## src/tx_abort_params.svh

```systemverilog
/*
 * Constants of the transmit-abort cause block: register byte addresses,
 * field positions, cause bit positions and reset values.
 * Assumes inclusion by bare name; definitions only.
 */
`ifndef TX_ABORT_PARAMS_SVH
`define TX_ABORT_PARAMS_SVH

// ----------------------------------------------------------------------
// register byte addresses
// ----------------------------------------------------------------------
`define ADDR_CONTROLLER_CONFIG    32'h50001300
`define ADDR_TARGET_ADDRESS_CFG   32'h50001304
`define ADDR_DATA_COMMAND_PORT    32'h50001310
`define ADDR_ABORT_STATUS         32'h5000134C
`define ADDR_ABORT_CLEAR          32'h50001354
`define ADDR_TRANSMIT_ABORT_CAUSE 32'h50001380

// ----------------------------------------------------------------------
// field positions
// ----------------------------------------------------------------------
`define CFG_MASTER_ENABLE_BIT     0
`define CFG_SPEED_LSB             1
`define CFG_SPEED_HIGH            2'h3
`define CFG_REPEATED_START_BIT    5
`define TAR_GCALL_VS_SBYTE_BIT    10
`define TAR_SBYTE_OR_GCALL_BIT    11
`define TAR_TEN_BIT_ADDR_BIT      12
`define DCMD_DIRECTION_BIT        8
`define DCMD_GCALL_READ_BIT       9

// ----------------------------------------------------------------------
// cause bit positions
// ----------------------------------------------------------------------
`define CAUSE_SLAVE_READ_CONFLICT 15
`define CAUSE_SLAVE_BUS_LOSS      14
`define CAUSE_SLAVE_STALE_FLUSH   13
`define CAUSE_ARBITRATION_LOST    12
`define CAUSE_MASTER_DISABLED     11
`define CAUSE_TEN_BIT_READ_NOREP  10
`define CAUSE_START_BYTE_NOREP    9
`define CAUSE_HIGH_SPEED_NOREP    8
`define CAUSE_START_BYTE_ACKED    7
`define CAUSE_HS_CODE_ACKED       6
`define CAUSE_GCALL_READ          5
`define CAUSE_GCALL_UNACKED       4
`define CAUSE_DATA_UNACKED        3
`define CAUSE_TEN_SECOND_UNACKED  2
`define CAUSE_TEN_FIRST_UNACKED   1
`define CAUSE_SEVEN_ADDR_UNACKED  0

// ----------------------------------------------------------------------
// reset values
// ----------------------------------------------------------------------
`define RESET_CONTROLLER_CONFIG   16'h0021
`define RESET_TARGET_ADDRESS_CFG  16'h0000
`define RESET_ABORT_CAUSE         16'h0000

`endif

```

## src/tx_abort_pkg.sv

```systemverilog
/*
 * Types of the transmit-abort cause block.
 * Assumes tx_abort_params.svh for all numeric constants.
 */
package tx_abort_pkg;

   // one-cycle events from the master state machine
   typedef struct packed {
      logic gcall_sent;
      logic hs_code_acked;
      logic start_byte_acked;
      logic gcall_unacked;
      logic data_unacked;
      logic ten_second_unacked;
      logic ten_first_unacked;
      logic seven_addr_unacked;
   } master_event_t;

   // whole state of the block
   typedef struct packed {
      logic [15:0] controller_config;
      logic [15:0] target_address_config;
      logic [15:0] cause;
      logic        abort_status;
      logic        gcall_phase;
      logic        scl_meta;
      logic        scl_sync;
      logic        scl_prev;
      logic        sda_meta;
      logic        sda_sync;
      logic [2:0]  level_prev;
      logic [15:0] rdata;
      logic        flush;
      logic        master_stop;
      logic        slave_stop;
   } abort_state_t;

endpackage

```

## src/tx_abort_cause.sv

```systemverilog
/*
 * Transmit-abort cause capture of a two-wire bus controller acting as
 * master, slave or both. Collects abort causes into a read-only 16-bit
 * register, raises the abort status and asks the FIFO to flush.
 * Assumes master/slave state machines and FIFO on sys_clk_in; the bus
 * lines scl/sda arrive asynchronously and are synchronised here.
 */
`timescale 1ns/100ps
`include "tx_abort_params.svh"

module tx_abort_cause
   import tx_abort_pkg::*;
(
   // clock and reset
   input  wire logic          sys_clk_in,
   input  wire logic          nrst_in,
   // register port
   input  wire logic [31:0]   reg_addr_in,
   input  wire logic [15:0]   reg_wdata_in,
   input  wire logic          reg_wr_in,
   input  wire logic          reg_rd_in,
   output logic      [15:0]   reg_rdata_out,
   // bus lines, asynchronous
   input  wire logic          scl_in,
   input  wire logic          sda_in,
   // master state machine
   input  wire master_event_t master_event_in,
   input  wire logic          master_cmd_pending_in,
   input  wire logic          master_read_issue_in,
   input  wire logic          master_idle_in,
   input  wire logic          master_tx_drive_in,
   input  wire logic          master_tx_bit_in,
   // slave state machine and transmit FIFO
   input  wire logic          slave_read_req_in,
   input  wire logic          slave_tx_active_in,
   input  wire logic          slave_tx_bit_in,
   input  wire logic          tx_fifo_empty_in,
   // abort reaction
   output logic               tx_flush_out,
   output logic               master_stop_out,
   output logic               slave_stop_out,
   output logic               transmit_abort_event_out,
   output logic               master_bus_lost_out,
   output logic               slave_bus_lost_out
);

   // ----------------------------------------------------------------------
   // state
   // ----------------------------------------------------------------------
   abort_state_t q;
   abort_state_t d;

   logic        wr_ctrl;
   logic        wr_target;
   logic        wr_dcmd;
   logic        clear_all;
   logic        scl_rise;
   logic        restart_ok;
   logic        master_on;
   logic        high_speed;
   logic        ten_bit;
   logic        sbyte_cause;
   logic        dis_cause;
   logic        hs_cause;
   logic        master_lost;
   logic        slave_lost;
   logic [15:0] set;
   logic [15:0] evt;

   // ----------------------------------------------------------------------
   // next state
   // ----------------------------------------------------------------------
   always_comb
   begin
      d = q;

      wr_ctrl   = reg_wr_in && (reg_addr_in == `ADDR_CONTROLLER_CONFIG);
      wr_target = reg_wr_in && (reg_addr_in == `ADDR_TARGET_ADDRESS_CFG);
      wr_dcmd   = reg_wr_in && (reg_addr_in == `ADDR_DATA_COMMAND_PORT);
      // reading the clear register is the one action that empties all flags
      clear_all = reg_rd_in && (reg_addr_in == `ADDR_ABORT_CLEAR);

      // two-stage synchronisers; only the second stage is looked at
      d.scl_meta = scl_in;
      d.scl_sync = q.scl_meta;
      d.scl_prev = q.scl_sync;
      d.sda_meta = sda_in;
      d.sda_sync = q.sda_meta;
      scl_rise   = q.scl_sync && !q.scl_prev;

      restart_ok = q.controller_config[`CFG_REPEATED_START_BIT];
      master_on  = q.controller_config[`CFG_MASTER_ENABLE_BIT];
      high_speed = (q.controller_config[`CFG_SPEED_LSB +: 2] == `CFG_SPEED_HIGH);
      ten_bit    = q.target_address_config[`TAR_TEN_BIT_ADDR_BIT];

      // ownership check on each rising clock-line edge, per role
      master_lost = scl_rise && master_tx_drive_in && (q.sda_sync != master_tx_bit_in);
      slave_lost  = scl_rise && slave_tx_active_in && (q.sda_sync != slave_tx_bit_in);

      // level causes; edges of these count as new events
      dis_cause   = master_cmd_pending_in && !master_on;
      hs_cause    = master_cmd_pending_in && !restart_ok && high_speed;
      sbyte_cause = master_cmd_pending_in && !restart_ok
                    && q.target_address_config[`TAR_SBYTE_OR_GCALL_BIT]
                    && q.target_address_config[`TAR_GCALL_VS_SBYTE_BIT];

      set = 16'h0000;
      set[`CAUSE_SLAVE_READ_CONFLICT] = wr_dcmd && slave_tx_active_in
                                        && reg_wdata_in[`DCMD_DIRECTION_BIT];
      set[`CAUSE_SLAVE_BUS_LOSS]      = slave_lost;
      set[`CAUSE_SLAVE_STALE_FLUSH]   = slave_read_req_in && !tx_fifo_empty_in;
      set[`CAUSE_ARBITRATION_LOST]    = master_lost || slave_lost;
      set[`CAUSE_MASTER_DISABLED]     = dis_cause && !q.level_prev[0];
      set[`CAUSE_TEN_BIT_READ_NOREP]  = master_read_issue_in && !restart_ok && ten_bit;
      set[`CAUSE_HIGH_SPEED_NOREP]    = hs_cause && !q.level_prev[1];
      set[`CAUSE_START_BYTE_ACKED]    = master_event_in.start_byte_acked;
      set[`CAUSE_HS_CODE_ACKED]       = master_event_in.hs_code_acked;
      set[`CAUSE_GCALL_READ]          = wr_dcmd && q.gcall_phase
                                        && reg_wdata_in[`DCMD_GCALL_READ_BIT];
      set[`CAUSE_GCALL_UNACKED]       = master_event_in.gcall_unacked;
      set[`CAUSE_DATA_UNACKED]        = master_event_in.data_unacked && master_on;
      set[`CAUSE_TEN_SECOND_UNACKED]  = master_event_in.ten_second_unacked;
      set[`CAUSE_TEN_FIRST_UNACKED]   = master_event_in.ten_first_unacked;
      set[`CAUSE_SEVEN_ADDR_UNACKED]  = master_event_in.seven_addr_unacked;

      // start-byte cause is a level: a new event only on its rise
      evt = set;
      evt[`CAUSE_START_BYTE_NOREP] = sbyte_cause && !q.level_prev[2];

      d.level_prev = {sbyte_cause, hs_cause, dis_cause};

      // general call remembered until the master returns to idle
      if (master_event_in.gcall_sent)
      begin
         d.gcall_phase = 1'b1;
      end
      else if (master_idle_in)
      begin
         d.gcall_phase = 1'b0;
      end

      // set beats a simultaneous clear for every flag but the start-byte one
      d.cause = (clear_all ? 16'h0000 : q.cause) | set;
      // here the clear wins for one cycle and the live cause re-sets it next
      d.cause[`CAUSE_START_BYTE_NOREP] = clear_all ? 1'b0
                                         : (q.cause[`CAUSE_START_BYTE_NOREP] || sbyte_cause);

      // a start-byte cause that outlives a clear raises the status again along with its flag
      d.abort_status = (clear_all ? 1'b0 : q.abort_status) || (|evt)
                       || (!clear_all && sbyte_cause);
      d.flush        = |evt;
      d.master_stop  = (|evt[11:0]) || master_lost;
      d.slave_stop   = (|evt[15:13]);

      // ---------------------------------------------------------------------
      // configuration writes
      // ---------------------------------------------------------------------
      if (wr_ctrl)
      begin
         d.controller_config = reg_wdata_in;
      end
      if (wr_target)
      begin
         d.target_address_config = reg_wdata_in;
      end

      // ---------------------------------------------------------------------
      // reads: data in the cycle after the strobe, zero otherwise
      // ---------------------------------------------------------------------
      d.rdata = 16'h0000;
      if (reg_rd_in)
      begin
         unique case (reg_addr_in)
            `ADDR_CONTROLLER_CONFIG:    d.rdata = q.controller_config;
            `ADDR_TARGET_ADDRESS_CFG:   d.rdata = q.target_address_config;
            `ADDR_ABORT_STATUS:         d.rdata = {15'h0000, q.abort_status};
            `ADDR_TRANSMIT_ABORT_CAUSE: d.rdata = q.cause;
            default:                    d.rdata = 16'h0000;
         endcase
      end
   end

   // ----------------------------------------------------------------------
   // registers
   // ----------------------------------------------------------------------
   always_ff @(posedge sys_clk_in or negedge nrst_in)
   begin
      if (!nrst_in)
      begin
         q                       <= '0;
         q.controller_config     <= `RESET_CONTROLLER_CONFIG;
         q.target_address_config <= `RESET_TARGET_ADDRESS_CFG;
         q.cause                 <= `RESET_ABORT_CAUSE;
         // idle lines rest high; a zero here would fake a clock-line rise after reset
         q.scl_meta              <= 1'b1;
         q.scl_sync              <= 1'b1;
         q.scl_prev              <= 1'b1;
         q.sda_meta              <= 1'b1;
         q.sda_sync              <= 1'b1;
      end
      else
      begin
         q <= d;
      end
   end

   // ----------------------------------------------------------------------
   // outputs
   // ----------------------------------------------------------------------
   assign reg_rdata_out            = q.rdata;
   assign tx_flush_out             = q.flush;
   assign master_stop_out          = q.master_stop;
   assign slave_stop_out           = q.slave_stop;
   assign transmit_abort_event_out = q.abort_status;
   assign master_bus_lost_out      = master_lost;
   assign slave_bus_lost_out       = slave_lost;

endmodule

```

## config.mk

```make
export PLATFORM = sky130hd
export DESIGN_NAME = tx_abort_cause
export DESIGN_NICKNAME = d
export VERILOG_FILES = /design/src/tx_abort_pkg.sv /design/src/tx_abort_cause.sv
export VERILOG_INCLUDE_DIRS = /design/src
export SDC_FILE = /design/constraint.sdc
export NUM_CORES = 1
export LEC_CHECK = 0
export BUFFER_PORTS_ARGS = -buffer_cell sky130_fd_sc_hd__buf_4
export CORE_ASPECT_RATIO = 0.6
export CORE_MARGIN = 4
export CORE_UTILIZATION = 40
export DETAILED_ROUTE_END_ITERATION = 8
export PLACE_DENSITY_LB_ADDON = 0.05
export SLEW_MARGIN = 30
export SYNTH_ARGS = -nofsm -noshare
export SYNTH_HDL_FRONTEND = slang
export SYNTH_SLANG_ARGS = --single-unit
```

## constraint.sdc

```tcl
create_clock -name sys_clk_in -period 4.38 [get_ports sys_clk_in]
set_clock_uncertainty 0.05 [all_clocks]
set_input_delay 0.657 -clock sys_clk_in [delete_from_list [all_inputs] [get_ports sys_clk_in]]
set_output_delay 0.657 -clock sys_clk_in [all_outputs]
set_load 0.02 [all_outputs]
```

== Word-level counts from Yosys, hierarchy flattened ==
Cells that the tools add are included.

* Register bits after elaboration: 77
* Bits of input ports: 71
* Output and inout port bits: 22
* Logic and storage cells: 75

* Equality and inequality tests: 9
* Mux-type cells: 7
* Bitwise operators: 1
* Reduce and logical (&&, ||, !) cells: 43

{| class="wikitable"
|+ Operators by type and width
! kind !! number
|-
| 32-bit by 31-bit == test with 1-bit output, second input constant || 6
|-
| 16-bit case mux with 4 select lines || 1
|-
| 16-bit two-way mux || 2
|-
| 1-bit logical AND || 26
|-
| 16-bit OR || 1
|-
| 16-bit OR reduction || 1
|-
| 12-bit OR reduction || 1
|-
| 1-bit zero test || 8
|-
| 1-bit logical OR || 5
|-
| 1-bit two-way mux || 4
|-
| 3-bit OR reduction || 1
|-
| 2-bit == test, second input constant || 1
|-
| 1-bit inequality test || 2
|-
| 2-bit nonzero test || 1
|}

== Depth between registers and ports, before layout ==
Gate-level depths: netlist (run 1).

* Depth in word-level cells: 8
* Depth in mapped cells: 7
* Depth with buffers taken out: 4

== Worst setup path after synthesis (run 1) ==
Ideal clock, no wire load.

* Kind: input-to-reg
* From: in reg_addr_in[18]
* To: reg q[53] in the netlist's numbering
* Library setup time: 0.125 ns
* Arrival: 2.194 ns
* Data required time: 4.205 ns
* Path slack: 2.011 ns
* Cell stages on the path: 5
* Buffers on the path: 1
* Cell sequence: nor4_2 > nand3_1 > nor4_4 > buf_4 > mux2_2

* Word-level cells in the longest chain between the ends: 2

{| class="wikitable"
|+ Ends and longest elaborated chain
! what !! line !! source
|-
| from (decl) || tx_abort_cause.sv:18 || <nowiki>input wire logic [31:0] reg_addr_in,</nowiki>
|-
| 32-bit by 31-bit == test with 1-bit output || n/a ||
|-
| 1-bit logical AND || tx_abort_cause.sv:78 || <nowiki>wr_target = reg_wr_in && (reg_addr_in == `ADDR_TARGET_ADDRESS_CFG);</nowiki>
|-
| to (decl) || tx_abort_cause.sv:50 || <nowiki>abort_state_t q;</nowiki>
|}

No other way between the ends.
A chain may end at the register's enable or synchronous reset.

==> run metrics, run 1 <==
FF/Latch Area 0.00194 mm2; HP Class in2async; Worst-Margin Slew between 0.7 and 0.8 ns; Core Area roughly 0.0085 mm2; CTS buffer count 9; DRT Pass-1 Iters 4; share of layout cells above drive strength 1 a little under half; Seq/Total Area, Yosys 55.0%; Final setup violation count 0; leakage power 2.13 nW; Area after DPL ~0.0042 mm2; CP endpoint kind flip-flop; Max-Cap Viols 0; Post-Layout Inst Area 0.00451 mm2; routability cong. roughly 0.75; Largest delay share family, worst path simple AND/OR/NAND/NOR gates; final setup TNS 0 ns; post-route setup slack ~1.9 ns; commonest non-fill, non-tap cells in the layout 94 x buf_4, 70 x dfrtp_1, 32 x mux2_2; H-tree lvl count 3; Layout Nets about 420; worst-path cell chain buf_4 > nor3_1 > nand4_1 > or4_1 > a211o_1; Slowest Stage Delay on Critical Path between 0.7 and 0.8 ns; Req. time, crit path 4.55 ns; post-synthesis cell type count 48; Max Freq ~0.4 GHz; Tot GR Track Use between 15 and 20%; CTS tree yes; clk slew on worst S/H paths ~0.06 ns; cell taking the most area after synthesis dfrtp_1; most common cell after layout, fill and taps aside buf_4; Fillers approximately 750; post-route ant nets 0; number of diodes 0; First DRT Iteration DRCs about 110; Rel. slew slack between 50 and 60%; synth warn 0; Avg Inst Size Synth roughly 13 um2; RSZ-0062 raised after global routing false; largest net degree at the start of global routing roughly 80; Crit path buffers/inverters 1; vias around 2400; vias in the first global route 2540; Crit-path slowest cell or4_1; PortBufs a little over 90; final core occ around 53%; # IOs between 90 and 100; vias per inst approximately 5.2; synth top area cells dfrtp_1 50%, mux2_2 10%, dfstp_2 5.2%; fin. max-slew vios 0; total power 0.00162 W; row count 26; initial antenna violation count 0; top cell type's share of synthesized area 49.8%; fin crit period ~2.5 ns; PD cells about 360 mW/mm2; clock tree buffer depth 2; Post-Route WL ~9000 um; Area Overhead vs Synth 28.2%; Arr. time, crit path between 2 and 3 ns; CTS Sinks 77; Hold-fix buffers, CTS 0; Final Hold Fails 0; area of the multi-input gates around 0.0014 mm2; Starting Density about two fifths; hpwl dp 6270 um; DR WL/cell ~19 um; CP Max Fanout 14; Post-synth EDFFs 0; Mapped Area around 0.0035 mm2; die height approximately 81 um; Die X between 100 and 150 um; Cells after Synth around 270; root buffer cell clkbuf_16; critical path launch point type primary input; die area roughly 0.010 mm2; pre-CTS setup slack ~1.6 ns; part of the cycle the worst path needs between 50% and 60%; Setup Fix Bufs, Post-CTS 0; clock latency on the worst-skew pair around 0.33 ns; first-pass GRT wire length ~14000 um; drt drc 0; total gr overflow 0; flops & latches, synth a little under 80; commonest register cell after synthesis dfrtp_1; Crit Path Class in2reg; post_cts resized 0; ys async rst share 100%; run status finished clean; Max VDD drop approximately 0.0002 V; syn_nets 342
[logic make-up after synthesis]
logic type | count (synthesis) | synth area share, %
xor+xnor | 2 | 0.498
simple gates | 65 | 13.5
buf+inv | 35 | 6.08
mux | 48 | 15.4
flops | 77 | 55.0
compound gates | 44 | 9.56
[synthesized netlist by cell type, drive strengths merged (2+ instances only)]
cell type and count:
o21ai 3, clkbuf 4, nor2 21, xor2 2, nor4 9, nand2 4
mux2 48, a22oi 15, nor2b 5, dfstp 7, or4 3, inv 8
o2bb2ai 2, nor4b 3, nand4 4, a211oi 2, dfrtp 70, and3 2
buf 23, nand3 2, nor3 4, and4b 2, a21o 12
[worst reg2reg max path, cell delays in order, from the launching register on]
cell,delay (ns)
dfstp_2,0.57
and4b_1,0.29
a32o_1,0.28
nor4_1,0.43
o21ai_0,0.21
[cell type report]
class | instances | area share, %
well taps | 112 | 3.11
multi-input cells | 159 | 30.4
clock inverters | 5 | 1.66
clock buffers | 11 | 5.38
flip-flops and latches | 77 | 42.9
repair buffers | 95 | 15.9
inverters | 8 | 0.666
[metal layers]
layer  wire, um  vias up  global-route usage, %
met5          0        -                      0
li1           -     1141                      -
met4         96        0                   5.45
met1       4420     1220                   26.7
met2       3780       72                   25.4
met3        506       11                   5.45
[stage by stage]
step	hold slack (ns)	cells
after CTS	0.306	467
final	0.305	467
after floorplan	0.295	271
after detailed placement	0.298	451
after global routing	0.313	467
after global placement	0.296	451
[flip-flops by register name, indices dropped and copies added (netlist names)]
register                  count
d                             3
master_on                     1
master_stop_out               1
q                            53
reg_rdata_out                16
slave_stop_out                1
transmit_abort_event_out      1
tx_flush_out                  1
[where the power goes]
group	switching (W)	internal [W]	total [W]
sequential	0.00000211	0.000718	0.000721
combinational	0.0000572	0.0000594	0.000117
clock	0.000275	0.000511	0.000787
[final timing paths]
check | slack, ns | from | end | cells past startpoint
max | 1.91 | reg_addr_in[3] | q[41]$_DFF_PN0_ | 5
min | 0.31 | nrst_in | reg_rdata_out[14]$_DFF_PN0_ | 1
max reg2reg | 2.39 | q[66]$_DFFE_PN1P_ | tx_flush_out$_DFF_PN0_ | 4
min reg2reg | 0.31 | d[22]$_DFF_PN1_ | q[22]$_DFF_PN1_ | 0
max in group asynchronous | 3.49 | nrst_in | reg_rdata_out[10]$_DFF_PN0_ | 1
min in group sys_clk_in | 0.31 | d[22]$_DFF_PN1_ | q[22]$_DFF_PN1_ | 0
(Power assumes the default switching activity.)
==> run 2: changes to the inputs <==
clock period = 2.2 ns   (was 4.38 ns; I/O delays follow)
==> run metrics, run 2 (synthesis gave the netlist of run 1 again) <==
hold path cells 1; Post-Route WL 8820 um (+0.20%); CP Max Fanout 4 (-10); Arr. time, crit path 1.55 ns (-1.08 ns); commonest non-fill, non-tap cells in the layout 104 x buf_4, 70 x dfrtp_1, 32 x mux2_2; Die X 129 um (unchanged); # IOs 93 (unchanged); run status finished clean; Core Area 0.00852 mm2 (unchanged); vias in the first global route 2450 (-3.5%); Final Hold Fails 0 (unchanged); die area 0.0104 mm2 (unchanged); Fillers 746 (-0.27%); Setup Fix Bufs, Post-CTS 0 (unchanged); row count 26 (unchanged); post-route ant nets 0 (unchanged); post-route setup slack 0.273 ns (-1.64 ns); Layout Nets 434 (+3.1%); RSZ-0062 raised after global routing false; CP endpoint kind primary output; fin. max-slew vios 0 (unchanged); area of the multi-input gates 0.00137 mm2 (unchanged); vias per inst 5.15 (-1.6%); drt drc 0 (unchanged); Largest Register q; die height 80.7 um (unchanged); Crit Path Class reg2out; CTS buffer count 9 (unchanged); first-pass GRT wire length 13800 um (-1.5%); fin crit period between 1.5 and 2 ns; PD cells 696 mW/mm2 (+93%); CTS tree yes; DR WL/cell 18.4 um (-2.5%); total power 0.00323 W (+99%); initial antenna violation count 0 (unchanged); Worst-Margin Slew 0.413 ns (-0.317 ns); CTS Sinks 77 (unchanged); PortBufs 92 (unchanged); H-tree lvl count 3 (unchanged); leakage power 2.19 nW (+2.6%); clock tree buffer depth 2 (unchanged); Req. time, crit path 1.82 ns (-2.73 ns); critical path launch point type flip-flop; non-filler instance count after layout 480 (+2.8%); clk slew on worst S/H paths 0.06 ns (about the same); Reg2Reg Setup Slack 0.31 ns (-2.08 ns); final setup TNS 0 ns (unchanged); FF/Latch Area 0.00194 mm2 (unchanged); Tot GR Track Use 18.1% (-0.027 points); Max-Cap Viols 0 (unchanged); Crit Reg-Reg Startpoint q[66]$_DFFE_PN1P_; RR Endpoint tx_flush_out$_DFF_PN0_; Area Overhead vs Synth 31.9%; pre-CTS setup slack 0.0872 ns (-1.51 ns); number of diodes 0 (unchanged); Max VDD drop 0.000495 V (+150%); hpwl dp 6540 um (+4.4%); largest net degree at the start of global routing 33 (-58%); routability cong. 0.788 (+5.2%); Rel. slew slack 72.5% (+21 points); part of the cycle the worst path needs 87.6%; HP Class in2reg; most common cell after layout, fill and taps aside buf_4; path depth of the worst reg2reg path 4 (unchanged); vias 2472 (+1.1%); number of flip-flops in the largest register 53 (unchanged); Final setup violation count 0 (unchanged); Max Freq 0.519 GHz; hold endpoint d[25]$_DFF_PN1_; share of layout cells above drive strength 1 46.7% (+1.7 points); total gr overflow 0 (unchanged); root buffer cell clkbuf_16; hold path start scl_in; DRT Pass-1 Iters 4 (unchanged); post-placement cell count 463 (+2.7%); Hold Worst Slack 0.0491 ns (-0.256 ns); clock latency on the worst-skew pair 0.33 ns (about the same); First DRT Iteration DRCs 105 (-2.8%); Starting Density 41.3% (unchanged)
[run 2: changes by cell type in the layout (fill, tap and decap cells not counted), sizes merged]
cell	delta
dlygate4sd3	+1
clkinv	-2
clkbuf	-1
clkinvlp	+3
buf	+12
[run 2: per-stage QoR]
step	util (%)	area [um2]
2_1_floorplan	-	3520
3_3_place_gp	50.6	4320
3_5_place_dp	50.6	4320
4_1_cts	54.5	4640
5_1_grt	54.5	4640
6_report	54.5	4640
[run 2: area by class of cell]
class | count | area share [%]
multi-input combinational | 159 | 29.5
inverter | 8 | 0.647
clock inverter | 6 | 1.89
clock buffer | 10 | 4.93
sequential | 77 | 41.7
tap | 112 | 3.02
timing repair buffer | 108 | 18.3
[run 2: where the power goes]
| group | total (W) | internal (W) | switching [W] |
|---|---|---|---|
| clock network | 0.00156 | 0.000991 | 0.000567 |
| registers | 0.00143 | 0.00143 | 0.00000382 |
| logic | 0.000242 | 0.000127 | 0.000115 |
[run 2: worst max path at each step]
stage	to	depth (start not counted)	startpoint	slack [ns]
3_3_place_gp	q[41]$_DFF_PN0_	6	reg_addr_in[3]	0.07
2_1_floorplan	q[53]$_DFFE_PN0P_	5	reg_addr_in[18]	0.16
5_1_grt	tx_flush_out$_DFF_PN0_	4	q[66]$_DFFE_PN1P_	0.14
3_5_place_dp	q[72]$_DFFE_PN0P_	7	reg_addr_in[11]	0.09
4_1_cts	slave_bus_lost_out	3	d[24]$_DFF_PN1_	0.28
6_report	slave_bus_lost_out	3	d[24]$_DFF_PN1_	0.27
[run 2: what timing repair did]
| item | 4_1_cts | 5_1_grt |
|---|---|---|
| endpoints found under the hold margin | 24 | 0 |
| gates resized for setup | 0 | 0 |
| hold buffers | 1 | 0 |
[run 2: worst max-delay path, cell delays in order, from the launching register on]
cell	delay (ns)
dfstp_2	0.52
nor2b_1	0.23
and3_1	0.28
buf_4	0.17
[run 2: layer usage]
metal	wire length [um]	vias up	part of all wire (%)	GRT usage (%)
met1	4300	1212	49	27.7
met5	0	-	0	0
li1	-	1164	-	-
met3	857	7	9.7	6.05
met4	94	0	1.1	5.14
met2	3570	89	40	23.7
